**src/cfd_pkg.sv**
```systemverilog
// constants and types shared by the link flag and data register block
package cfd_pkg;
  // ----------------------------------------
  // bus geometry
  // ----------------------------------------
  localparam int ADDR_W  = 6;
  localparam int DATA_W  = 32;
  localparam int BE_W    = 4;
  localparam int BYTE_W  = 8;
  localparam int OA_W    = 4;
  localparam int PRESC_W = 14;
  localparam int ESR_W   = 7;
  localparam int FLAG_W  = 6;
  localparam int EVT_W   = 4;
  // ----------------------------------------
  // register byte offsets
  // ----------------------------------------
  localparam logic [ADDR_W-1:0] OFS_LINK_CONFIG  = 6'h00;
  localparam logic [ADDR_W-1:0] OFS_OWN_ADDRESS  = 6'h04;
  localparam logic [ADDR_W-1:0] OFS_PRESCALER    = 6'h08;
  localparam logic [ADDR_W-1:0] OFS_ERROR_DETAIL = 6'h0C;
  localparam logic [ADDR_W-1:0] OFS_CTRL_STATUS  = 6'h10;
  localparam logic [ADDR_W-1:0] OFS_TX_DATA      = 6'h14;
  localparam logic [ADDR_W-1:0] OFS_RX_DATA      = 6'h18;
  localparam logic [ADDR_W-1:0] OFS_EVT_STATUS   = 6'h1C;
  localparam logic [ADDR_W-1:0] OFS_EVT_MASK     = 6'h20;
  // ----------------------------------------
  // field positions
  // ----------------------------------------
  localparam int CFG_PE_BIT   = 0;
  localparam int CFG_IE_BIT   = 1;
  localparam int CFG_BTEM_BIT = 2;
  localparam int CFG_BPEM_BIT = 3;
  localparam int CSR_TX_BEGIN_MESSAGE_BIT = 0;
  localparam int CSR_TX_LAST_BYTE_BIT = 1;
  localparam int CSR_FLAG_LSB = 2;
  // flag vector order, bit 0 = control_status bit 2
  localparam int FL_TX_FAULT   = 0;
  localparam int FL_TX_NEXT    = 1;
  localparam int FL_RX_HEADER  = 2;
  localparam int FL_RX_LAST    = 3;
  localparam int FL_RX_FAULT   = 4;
  localparam int FL_RX_DONE    = 5;
  // event status / mask order
  localparam int EV_RX_DONE  = 0;
  localparam int EV_RX_FAULT = 1;
  localparam int EV_TX_NEXT  = 2;
  localparam int EV_TX_FAULT = 3;
  // error detail groups
  localparam logic [ESR_W-1:0] ESR_TX_MASK = 7'h70;
  localparam logic [ESR_W-1:0] ESR_RX_MASK = 7'h1F;
  // ----------------------------------------
  // reset values
  // ----------------------------------------
  localparam logic [DATA_W-1:0] RST_WORD = 32'h00000000;
  localparam logic [EVT_W-1:0]  RST_MASK = 4'h0;
  typedef enum logic [0:0] {
    CFD_BUS_IDLE = 1'b0,
    CFD_BUS_ACK  = 1'b1
  } cfd_bus_t;
endpackage : cfd_pkg

```
**src/cfd_link_regs.sv**
```systemverilog
// register file, event flags and data bytes of the single-wire link controller
// Summary of operation
// - a finished received byte sets rx_byte_done.
// - with irq_enable set, any of rx_byte_done, rx_fault, tx_next_or_done, tx_fault raises irq.
// - the six event flags clear only on a written zero; a written one leaves them alone.
// - a reception error sets rx_fault and its cause lands in error_detail.
// - the last byte of a message also sets rx_last_byte.
// - a header byte also sets rx_header_seen.
// - tx_next_or_done asks for the next byte, or reports a sent message when tx_last_byte is set.
// - a transmission error sets tx_fault and its cause lands in error_detail.
// - software sets and clears tx_last_byte, except while rx_byte_done or rx_fault is set.
// - the current byte goes out with its end bit equal to tx_last_byte.
// - software loads the header first; setting tx_begin_message asks for a new message.
// - tx_begin_message self-clears on bus grant or on a transmission error.
// - the byte to send comes from the read-write tx_data field.
// - the last received byte is shown in the read-only rx_data field.
// - clearing tx_fault clears the tx error details, clearing rx_fault the rx ones.
//
// The Avalon-MM slave port was chosen for this implementation.
`timescale 1ns/1ns
`default_nettype none
module cfd_link_regs
  import cfd_pkg::*;
(
  input  wire logic              clk_in,
  input  wire logic              rst_n_in,
  input  wire logic [ADDR_W-1:0] avs_address_in,
  input  wire logic              avs_read_in,
  input  wire logic              avs_write_in,
  input  wire logic [DATA_W-1:0] avs_writedata_in,
  input  wire logic [BE_W-1:0]   avs_byteenable_in,
  output var  logic [DATA_W-1:0] avs_readdata_out,
  output var  logic              avs_waitrequest_out,
  output var  logic              irq_out,
  input  wire logic              rx_byte_valid_in,
  input  wire logic [BYTE_W-1:0] rx_byte_in,
  input  wire logic              rx_last_in,
  input  wire logic              rx_header_in,
  input  wire logic              rx_error_in,
  input  wire logic              tx_request_in,
  input  wire logic              tx_error_in,
  input  wire logic [ESR_W-1:0]  err_cause_in,
  input  wire logic              bus_granted_in,
  input  wire logic              link_idle_in,
  output var  logic              link_enable_out,
  output var  logic              timing_err_mode_out,
  output var  logic              period_err_mode_out,
  output var  logic [OA_W-1:0]   own_address_out,
  output var  logic [PRESC_W-1:0] prescaler_out,
  output var  logic [BYTE_W-1:0] tx_data_out,
  output var  logic              tx_last_byte_out,
  output var  logic              tx_begin_message_out,
  output var  logic              rx_byte_done_out,
  output var  logic              tx_next_or_done_out
);
  // ----------------------------------------
  // helpers
  // ----------------------------------------
  function automatic logic [DATA_W-1:0] lane_mask(input logic [BE_W-1:0] be);
    logic [DATA_W-1:0] m;
    m = RST_WORD;
    for (int i = 0; i < BE_W; i++)
    begin
      m[i*8 +: 8] = {8{be[i]}};
    end
    return m;
  endfunction : lane_mask

  // ----------------------------------------
  // reset release
  // ----------------------------------------
  logic rst_meta_reg;
  logic rst_sync_reg;
  always_ff @(posedge clk_in or negedge rst_n_in)
  begin
    if (!rst_n_in)
    begin
      rst_meta_reg <= 1'b0;
      rst_sync_reg <= 1'b0;
    end
    else
    begin
      rst_meta_reg <= 1'b1;
      rst_sync_reg <= rst_meta_reg;
    end
  end
  wire logic rst_n = rst_sync_reg;

  // ----------------------------------------
  // bus handshake
  // ----------------------------------------
  // one wait cycle always; read data is latched at the same edge that drops waitrequest
  cfd_bus_t          bus_reg;
  cfd_bus_t          bus_next;
  logic [DATA_W-1:0] rdata_reg;
  logic [DATA_W-1:0] rd_word;
  logic              wait_reg;
  wire logic req = avs_read_in | avs_write_in;
  wire logic acc = (bus_reg == CFD_BUS_ACK);
  wire logic wr  = avs_write_in & acc;
  wire logic [DATA_W-1:0] wmask = lane_mask(avs_byteenable_in);
  wire logic [DATA_W-1:0] wset  = avs_writedata_in & wmask;
  wire logic [DATA_W-1:0] wzero = ~avs_writedata_in & wmask;
  assign bus_next = (!acc && req) ? CFD_BUS_ACK : CFD_BUS_IDLE;

  // ----------------------------------------
  // register state
  // ----------------------------------------
  logic                pe_reg;
  logic                pe_off_reg;
  logic                ie_reg;
  logic                btem_reg;
  logic                bpem_reg;
  logic [OA_W-1:0]     oa_reg;
  logic [PRESC_W-1:0]  presc_reg;
  logic [ESR_W-1:0]    esr_reg;
  logic [FLAG_W-1:0]   flag_reg;
  logic                tx_last_byte_reg;
  logic                tx_begin_message_reg;
  logic [BYTE_W-1:0]   txd_reg;
  logic [BYTE_W-1:0]   rxd_reg;
  logic [EVT_W-1:0]    evt_reg;
  logic [EVT_W-1:0]    emask_reg;
  logic                irq_reg;

  // ----------------------------------------
  // address decode
  // ----------------------------------------
  wire logic wr_cfg  = wr & (avs_address_in == OFS_LINK_CONFIG);
  wire logic wr_oa   = wr & (avs_address_in == OFS_OWN_ADDRESS);
  wire logic wr_pre  = wr & (avs_address_in == OFS_PRESCALER);
  wire logic wr_csr  = wr & (avs_address_in == OFS_CTRL_STATUS);
  wire logic wr_txd  = wr & (avs_address_in == OFS_TX_DATA);
  wire logic wr_evt  = wr & (avs_address_in == OFS_EVT_STATUS);
  wire logic wr_emsk = wr & (avs_address_in == OFS_EVT_MASK);

  always_comb
  begin
    rd_word = RST_WORD;
    if (avs_address_in == OFS_LINK_CONFIG)
      rd_word[3:0] = {bpem_reg, btem_reg, ie_reg, pe_reg};
    else if (avs_address_in == OFS_OWN_ADDRESS)
      rd_word[OA_W-1:0] = oa_reg;
    else if (avs_address_in == OFS_PRESCALER)
      rd_word[PRESC_W-1:0] = presc_reg;
    else if (avs_address_in == OFS_ERROR_DETAIL)
      rd_word[ESR_W-1:0] = esr_reg;
    else if (avs_address_in == OFS_CTRL_STATUS)
      rd_word[BYTE_W-1:0] = {flag_reg, tx_last_byte_reg, tx_begin_message_reg};
    else if (avs_address_in == OFS_TX_DATA)
      rd_word[BYTE_W-1:0] = txd_reg;
    else if (avs_address_in == OFS_RX_DATA)
      rd_word[BYTE_W-1:0] = rxd_reg;
    else if (avs_address_in == OFS_EVT_STATUS)
      rd_word[EVT_W-1:0] = evt_reg;
    else if (avs_address_in == OFS_EVT_MASK)
      rd_word[EVT_W-1:0] = emask_reg;
    else
      rd_word = RST_WORD;
  end

  // ----------------------------------------
  // event flags
  // ----------------------------------------
  logic [FLAG_W-1:0] flag_set;
  logic [FLAG_W-1:0] flag_clr;
  logic [FLAG_W-1:0] flag_next;
  assign flag_set[FL_RX_DONE]   = rx_byte_valid_in;
  assign flag_set[FL_RX_FAULT]  = rx_error_in;
  assign flag_set[FL_RX_LAST]   = rx_byte_valid_in & rx_last_in;
  assign flag_set[FL_RX_HEADER] = rx_byte_valid_in & rx_header_in;
  assign flag_set[FL_TX_NEXT]   = tx_request_in;
  assign flag_set[FL_TX_FAULT]  = tx_error_in;
  // only a written zero in an enabled lane clears; set wins
  assign flag_clr  = wr_csr ? wzero[CSR_FLAG_LSB +: FLAG_W] : '0;
  assign flag_next = flag_set | (flag_reg & ~flag_clr);

  // ----------------------------------------
  // error detail
  // ----------------------------------------
  // ack error sits in both groups, so either fault clear drops it
  wire logic [ESR_W-1:0] esr_clr =
    (flag_clr[FL_TX_FAULT] ? ESR_TX_MASK : '0) |
    (flag_clr[FL_RX_FAULT] ? ESR_RX_MASK : '0);
  wire logic [ESR_W-1:0] esr_next = err_cause_in | (esr_reg & ~esr_clr);

  // ----------------------------------------
  // message framing controls
  // ----------------------------------------
  // a byte being received must not race a framing change
  wire logic tx_last_byte_lock = flag_reg[FL_RX_DONE] | flag_reg[FL_RX_FAULT];
  wire logic tx_last_byte_wr   = wr_csr & avs_byteenable_in[0] & ~tx_last_byte_lock;
  wire logic tx_last_byte_next = tx_last_byte_wr ? avs_writedata_in[CSR_TX_LAST_BYTE_BIT] : tx_last_byte_reg;
  wire logic tx_begin_message_set  = wr_csr & wset[CSR_TX_BEGIN_MESSAGE_BIT];
  wire logic tx_begin_message_clr  = bus_granted_in | tx_error_in;
  wire logic tx_begin_message_next = tx_begin_message_set | (tx_begin_message_reg & ~tx_begin_message_clr);

  // ----------------------------------------
  // link enable
  // ----------------------------------------
  // disable waits for the engine to go idle so a frame is never cut
  wire logic pe_set      = wr_cfg & wset[CFG_PE_BIT];
  wire logic pe_off_set  = wr_cfg & wzero[CFG_PE_BIT];
  wire logic pe_drop     = pe_off_reg & link_idle_in;
  wire logic pe_next     = pe_set | (pe_reg & ~pe_drop);
  wire logic pe_off_next = ~pe_set & (pe_off_set | (pe_off_reg & ~pe_drop));

  // ----------------------------------------
  // interrupt
  // ----------------------------------------
  logic [EVT_W-1:0] evt_set;
  assign evt_set[EV_RX_DONE]  = flag_set[FL_RX_DONE];
  assign evt_set[EV_RX_FAULT] = flag_set[FL_RX_FAULT];
  assign evt_set[EV_TX_NEXT]  = flag_set[FL_TX_NEXT];
  assign evt_set[EV_TX_FAULT] = flag_set[FL_TX_FAULT];
  wire logic [EVT_W-1:0] evt_clr  = wr_evt ? wset[EVT_W-1:0] : '0;
  wire logic [EVT_W-1:0] evt_next = evt_set | (evt_reg & ~evt_clr);
  // mask takes effect with its write, like irq_enable, so irq never lags the write
  wire logic [EVT_W-1:0] emask_next = (wr_emsk && avs_byteenable_in[0]) ?
                                      avs_writedata_in[EVT_W-1:0] : emask_reg;
  wire logic flag_irq = flag_next[FL_RX_DONE] | flag_next[FL_RX_FAULT] |
                        flag_next[FL_TX_NEXT] | flag_next[FL_TX_FAULT];
  wire logic ie_next  = wr_cfg & avs_byteenable_in[0] ?
                        avs_writedata_in[CFG_IE_BIT] : ie_reg;
  wire logic irq_next = (ie_next & flag_irq) | (|(evt_next & emask_next));

  // ----------------------------------------
  // clocked state
  // ----------------------------------------
  always_ff @(posedge clk_in or negedge rst_n)
  begin
    if (!rst_n)
    begin
      bus_reg  <= CFD_BUS_IDLE;
      wait_reg <= 1'b1;
      rdata_reg <= RST_WORD;
    end
    else
    begin
      bus_reg  <= bus_next;
      wait_reg <= (bus_next != CFD_BUS_ACK);
      rdata_reg <= (bus_next == CFD_BUS_ACK && avs_read_in) ? rd_word : RST_WORD;
    end
  end

  always_ff @(posedge clk_in or negedge rst_n)
  begin
    if (!rst_n)
    begin
      pe_reg     <= 1'b0;
      pe_off_reg <= 1'b0;
      ie_reg     <= 1'b0;
      btem_reg   <= 1'b0;
      bpem_reg   <= 1'b0;
    end
    else
    begin
      pe_reg     <= pe_next;
      pe_off_reg <= pe_off_next;
      ie_reg     <= ie_next;
      if (wr_cfg && avs_byteenable_in[0])
      begin
        btem_reg <= avs_writedata_in[CFG_BTEM_BIT];
        bpem_reg <= avs_writedata_in[CFG_BPEM_BIT];
      end
    end
  end

  always_ff @(posedge clk_in or negedge rst_n)
  begin
    if (!rst_n)
    begin
      oa_reg    <= '0;
      presc_reg <= '0;
      txd_reg   <= '0;
    end
    else
    begin
      if (wr_oa && avs_byteenable_in[0])
        oa_reg <= avs_writedata_in[OA_W-1:0];
      if (wr_pre)
        presc_reg <= (presc_reg & ~wmask[PRESC_W-1:0]) | wset[PRESC_W-1:0];
      if (wr_txd && avs_byteenable_in[0])
        txd_reg <= avs_writedata_in[BYTE_W-1:0];
    end
  end

  always_ff @(posedge clk_in or negedge rst_n)
  begin
    if (!rst_n)
    begin
      flag_reg  <= '0;
      esr_reg   <= '0;
      tx_last_byte_reg  <= 1'b0;
      tx_begin_message_reg  <= 1'b0;
      rxd_reg   <= '0;
    end
    else
    begin
      flag_reg <= flag_next;
      esr_reg  <= esr_next;
      tx_last_byte_reg <= tx_last_byte_next;
      tx_begin_message_reg <= tx_begin_message_next;
      if (rx_byte_valid_in)
        rxd_reg <= rx_byte_in;
    end
  end

  always_ff @(posedge clk_in or negedge rst_n)
  begin
    if (!rst_n)
    begin
      evt_reg   <= '0;
      emask_reg <= RST_MASK;
      irq_reg   <= 1'b0;
    end
    else
    begin
      evt_reg   <= evt_next;
      emask_reg <= emask_next;
      irq_reg <= irq_next;
    end
  end

  // ----------------------------------------
  // outputs
  // ----------------------------------------
  assign avs_readdata_out     = rdata_reg;
  assign avs_waitrequest_out  = wait_reg;
  assign irq_out              = irq_reg;
  assign link_enable_out      = pe_reg;
  assign timing_err_mode_out  = btem_reg;
  assign period_err_mode_out  = bpem_reg;
  assign own_address_out      = oa_reg;
  assign prescaler_out        = presc_reg;
  assign tx_data_out          = txd_reg;
  assign tx_last_byte_out     = tx_last_byte_reg;
  assign tx_begin_message_out = tx_begin_message_reg;
  assign rx_byte_done_out     = flag_reg[FL_RX_DONE];
  assign tx_next_or_done_out  = flag_reg[FL_TX_NEXT];
endmodule : cfd_link_regs
`default_nettype wire

```
**config.mk**
```make
export PLATFORM = sky130hd
export DESIGN_NAME = cfd_link_regs
export DESIGN_NICKNAME = d
export VERILOG_FILES = /design/src/cfd_pkg.sv /design/src/cfd_link_regs.sv
export SDC_FILE = /design/constraint.sdc
export NUM_CORES = 1
export LEC_CHECK = 0
export ABC_AREA = 0
export BUFFER_PORTS_ARGS = -buffer_cell sky130_fd_sc_hd__buf_4
export CORE_AREA = 2 2 95 97
export CTS_BUF_LIST = sky130_fd_sc_hd__clkbuf_4 sky130_fd_sc_hd__clkbuf_8
export DETAILED_ROUTE_END_ITERATION = 7
export DIE_AREA = 0 0 97 99
export PLACE_DENSITY = 0.75
export SYNTH_ARGS = -nofsm -noshare
export SYNTH_HDL_FRONTEND = slang
export SYNTH_SLANG_ARGS = --single-unit
```
**constraint.sdc**
```tcl
create_clock -name clk_in -period 2.3 [get_ports clk_in]
set_input_delay 0.575 -clock clk_in [delete_from_list [all_inputs] [get_ports clk_in]]
set_output_delay 0.575 -clock clk_in [all_outputs]
set_load 0.1 [all_outputs]
```
# Word level (Yosys, flattened, before mapping)
# Index checks and enable logic that the tools add are counted.
[op_classes]
n_reduce_logical = 9
n_mux = 31
eq_ne = 8
n_bitwise = 54
[op_table]
columns = ["cell", "count"]
rows = [
  ["$mux 28", 9],
  ["$mux 24", 3],
  ["$mux 32", 1],
  ["$and 14x14->14", 2],
  ["$mux 25", 1],
  ["$eq 6x5->1 const B", 4],
  ["$mux 4", 6],
  ["$mux 8", 3],
  ["$and 1x1->1", 22],
  ["$mux 18", 1],
  ["$mux 14", 1],
  ["$mux 7", 2],
  ["$not 14->14", 1],
  ["$or 14x14->14", 1],
  ["$eq 6x4->1 const B", 2],
  ["$or 1x1->1", 10],
  ["$and 4x4->4", 2],
  ["$and 8x8->8", 1],
  ["$not 8->8", 1],
  ["$and 7x7->7", 1],
  ["$not 7->7", 1],
  ["$or 7x5->7", 1],
  ["$or 7x7->7", 1],
  ["$and 6x6->6", 1],
  ["other kinds (14)", 24],
]
[word_totals]
regBits = 99
output_inout_bits = 67
elab_cells = 123

# Depth between registers and ports, before layout
[depth]
ltp_word = 16
depth_mapped = 7

# Worst setup path after synthesis
# OpenSTA, ideal clock, no wires.
[synth_timing]
kind = "input port to flip-flop"
start = "in avs_address_in[1]"
end = "reg with a tool-made name"
slack_ps = 269
n_path_buf = 1
arrival_ps = 1903
path_stages = 6
t_required_ps = 2172
cell_sequence = "nor4_4 nand2_2 nor2_4 and4_1 buf_4 mux2_1"
[synth_rtl]
columns = ["element", "line_no", "source"]
rows = [
  ["from (decl)", "cfd_link_regs.sv:27", "input wire logic [ADDR_W-1:0] avs_address_in,"],
]

# Worst setup path after layout
[layout_timing]
start = "in avs_address_in[1]"
end = "reg rdata_reg[2], in the netlist avs_readdata_out[2]"
[layout_via]
elab_chain_len = 11
word_cells_on_any_way = 19
[layout_rtl]
columns = ["element", "line_no", "source"]
rows = [
  ["$eq 6x6->1", "cfd_link_regs.sv:156", "else if (avs_address_in == OFS_EVT_MASK)"],
  ["$mux 4", "cfd_link_regs.sv:156", ""],
  ["$mux 4", "cfd_link_regs.sv:154", "else if (avs_address_in == OFS_EVT_STATUS)"],
  ["$mux 8", "cfd_link_regs.sv:152", "else if (avs_address_in == OFS_RX_DATA)"],
  ["$mux 8", "cfd_link_regs.sv:150", "else if (avs_address_in == OFS_TX_DATA)"],
  ["$mux 8", "cfd_link_regs.sv:148", "else if (avs_address_in == OFS_CTRL_STATUS)"],
  ["$mux 7", "cfd_link_regs.sv:146", "else if (avs_address_in == OFS_ERROR_DETAIL)"],
  ["$mux 14", "cfd_link_regs.sv:144", "else if (avs_address_in == OFS_PRESCALER)"],
  ["$mux 4", "cfd_link_regs.sv:142", "else if (avs_address_in == OFS_OWN_ADDRESS)"],
  ["$mux 4 (*)", "cfd_link_regs.sv:140", "if (avs_address_in == OFS_LINK_CONFIG)"],
  ["$mux 32 (*)", "cfd_link_regs.sv:242", "rdata_reg <= (bus_next == CFD_BUS_ACK && avs_read_in) ? rd_word : RST_WORD;"],
  ["to (signal assigned)", "cfd_link_regs.sv:242", ""],
  ["to (decl)", "cfd_link_regs.sv:95", "logic [DATA_W-1:0] rdata_reg;"],
]
# Every way passes the cells marked *; elsewhere a longest branch is shown, timed or not.
# A chain may end at the register's enable or synchronous reset.

==> impl_metrics.yaml <==
global_routing:
  first_global_vias: 2806
  grt.total_usage_pct: 19.2
  grt_max_degree: 53
  overflow: 0
  antenna_found_initial: 0
  grt_pass1_wl_microns: 14400
routing:
  viasPerCell: 5.26
  firstDrtPassIters: 5
  dr_total_vias: 2953
  drtAntennaViolNets: 0
  wirelength_microns: 9290
  drc_errors: 0
  drt_iter0_markers: 196
  wire_per_inst_microns: 16.6
finish:
  multi_input_area_sq_um: 1530
  area_delta_synth_final_pct: 30.4
  stdcell_count: 561
  n_antenna_cell: 0
  drive_above_1_share_pct: 38.4
  regArea_sq_um: 2030
  final_util_pct: 56.9
  finalNetCount: 517
  fillers: 703
placed_design:
  io_buffers: 97
  place_hpwl_microns: 6940
  dp.cells: 544
  routabilityCongestion: 0.966
timing:
  fmax_ghz: 0.549
  post-route-period-util_pct: 79.3
  skew_ns: 0.0161
  setup_tns_ns: 0
  period_minus_slack_ns: 1.82
  relSlewSlack_pct: 54.4
  hold_violations: 0
  rsz0062_at_grt: "no"
  tightest_slew_ns: 0.682
  drv_slew: 0
  setup_viol: 0
run:
  drv_cap: 0
logic_synthesis:
  synthesis.area_sq_um: 3730
  synth_area_per_cell_sq_um: 11.1
  synthCells: 335
  synth_cell_type_count: 43
  async_flop_share_pct: 100
  yosysWarnings: 0
  synth_top_cell_by_area: "dfrtp_1"
  seq_area_frac_synth_pct: 54.4
  yosys_register_bits: 81
  synth_flop_cell: "dfrtp_1"
  yosysTopAreaCellShare_pct: 53.7
  synth_edf_count: 0
  ys_top_cells_by_area: "dfrtp_1, mux2_2, buf_4, o21ai_0, nand2_1"
cts:
  htree_levels: 3
  clock_path_buffers: 2
  cts_buffers: 9
  hold_buffers: 1
  cts_resized: 0
  cts_tree: "built"
  postCtsSetupBuffers: 0
  clock_latency_ns: 0.35
  cts.sinks: 81
  cts.clk_slew.worst_paths_ns: 0.08
  clockRootBuffer: "clkbuf_8"
die:
  num_rows: 34
  pin_count: 136
  core_sq_um: 8550
  dieArea_sq_um: 9600
  die_x_microns: 97
  die_h_microns: 99
  initial_core_util_pct: 43.6
power:
  vdd_drop_max_mv: 0.401
  powerDensity_nw_per_um2: 720
  report.power.total_w: 0.00350
  power.leakage_nw: 2.40
worst_setup_path:
  crit_fanout: 7
  cp.arrival_ns: 2.08
  crit_path_start_kind: "input pin"
  critPathRequiredTime_ns: 2.56
  crit_type: "input pin to flop"
  endpoint_kind: "flop"
min_path:
  hold_path.class: "flop to async pin"
status:
  outcome: "finished clean"
[cell usage after synthesis (3+ instances only)]
master    instances
o21ai_0          22
nor2_1           19
mux2_2           34
inv_1            13
nand3_1           4
a21o_1            8
or3_1             4
nor2b_1           7
a222oi_1          4
nand2_1          29
a22o_1            4
o22ai_1           5
dfrtp_1          80
and3_1           10
nand2b_1          3
mux2_1            6
clkbuf_1          6
buf_2             3
mux2i_1           9
a21oi_1          16
buf_4            20
[cells by family (layout without fill, tap and decap cells)]
logic type             Yosys count  in the layout  share of synthesized area, %
other                            2             19                         0.201
DFF                             81             81                          54.4
and+or+nand+nor                 94             94                          13.5
muxes                           49             49                          14.5
AOI/OAI and AO/OA               66             66                          11.0
buffers and inverters           43            144                          6.44
[worst max-delay path, stage by stage]
cell and delay [ns]:
buf_4 0.14, nor3_2 0.38, nand2_1 0.20, or3_1 0.43, a22o_1 0.21, a21oi_1 0.15
[final cells by class]
| cell class | count | share of cell area (%) |
|---|---|---|
| flip-flops and latches | 81 | 41.7 |
| inverters | 13 | 1.00 |
| repair buffers | 115 | 18.1 |
| multi-input cells | 228 | 31.4 |
| clock buffers | 11 | 2.98 |
| clock inverters | 5 | 2.11 |
| well taps | 108 | 2.78 |
[stage by stage]
step / hold WS [ns] / setup slack, ns / area (sq um)
after floorplan: 0.279 / 0.269 / 3790
after global placement: 0.289 / 0.154 / 4610
after detailed placement: 0.304 / 0.109 / 4610
after CTS: 0.305 / 0.479 / 4860
after global routing: 0.334 / 0.324 / 4860
final: 0.277 / 0.477 / 4860
[report_power, final]
group	internal, W	switching (W)
registers	0.00148	0.0000462
clock network	0.000761	0.000500
logic	0.000178	0.000536
total	0.00242	0.00108
[placed cells by master (no fill, tap or decap), types with 5 or more instances in the layout]
| cell type | n |
|---|---|
| mux2_2 | 34 |
| nor2b_1 | 7 |
| buf_4 | 113 |
| a21oi_1 | 16 |
| mux2_1 | 6 |
| nor2_1 | 19 |
| a21o_1 | 8 |
| o21ai_0 | 22 |
| conb_1 | 19 |
| mux2i_1 | 9 |
| o22ai_1 | 5 |
| dfrtp_1 | 79 |
| clkbuf_8 | 10 |
| and3_1 | 10 |
| inv_1 | 13 |
| nand2_1 | 29 |
[path summary, 6_finish.rpt]
kind,startpoint,end,slack [ns],cells past startpoint
setup reg to reg,acc,irq_out,0.67,5
hold reg to reg,rst_n,avs_readdata_out[9],0.28,0
setup / recovery,avs_address_in[1],avs_readdata_out[2],0.48,6
max in group asynchronous,rst_n,async pin,1.33,1
min in group clk_in,rst_meta_reg,rst_n,0.35,0
hold / removal,rst_n,avs_readdata_out[9],0.28,0
[layer usage]
| layer | vias up | GRT usage (%) | wire (microns) |
|---|---|---|---|
| met5 | - | 0 | 0 |
| met4 | 0 | 7.37 | 160 |
| met3 | 12 | 4.68 | 735 |
| met2 | 148 | 32.2 | 4540 |
| met1 | 1431 | 24.1 | 3860 |
| li1 | 1362 | - | - |
(Power assumes the default switching activity.)
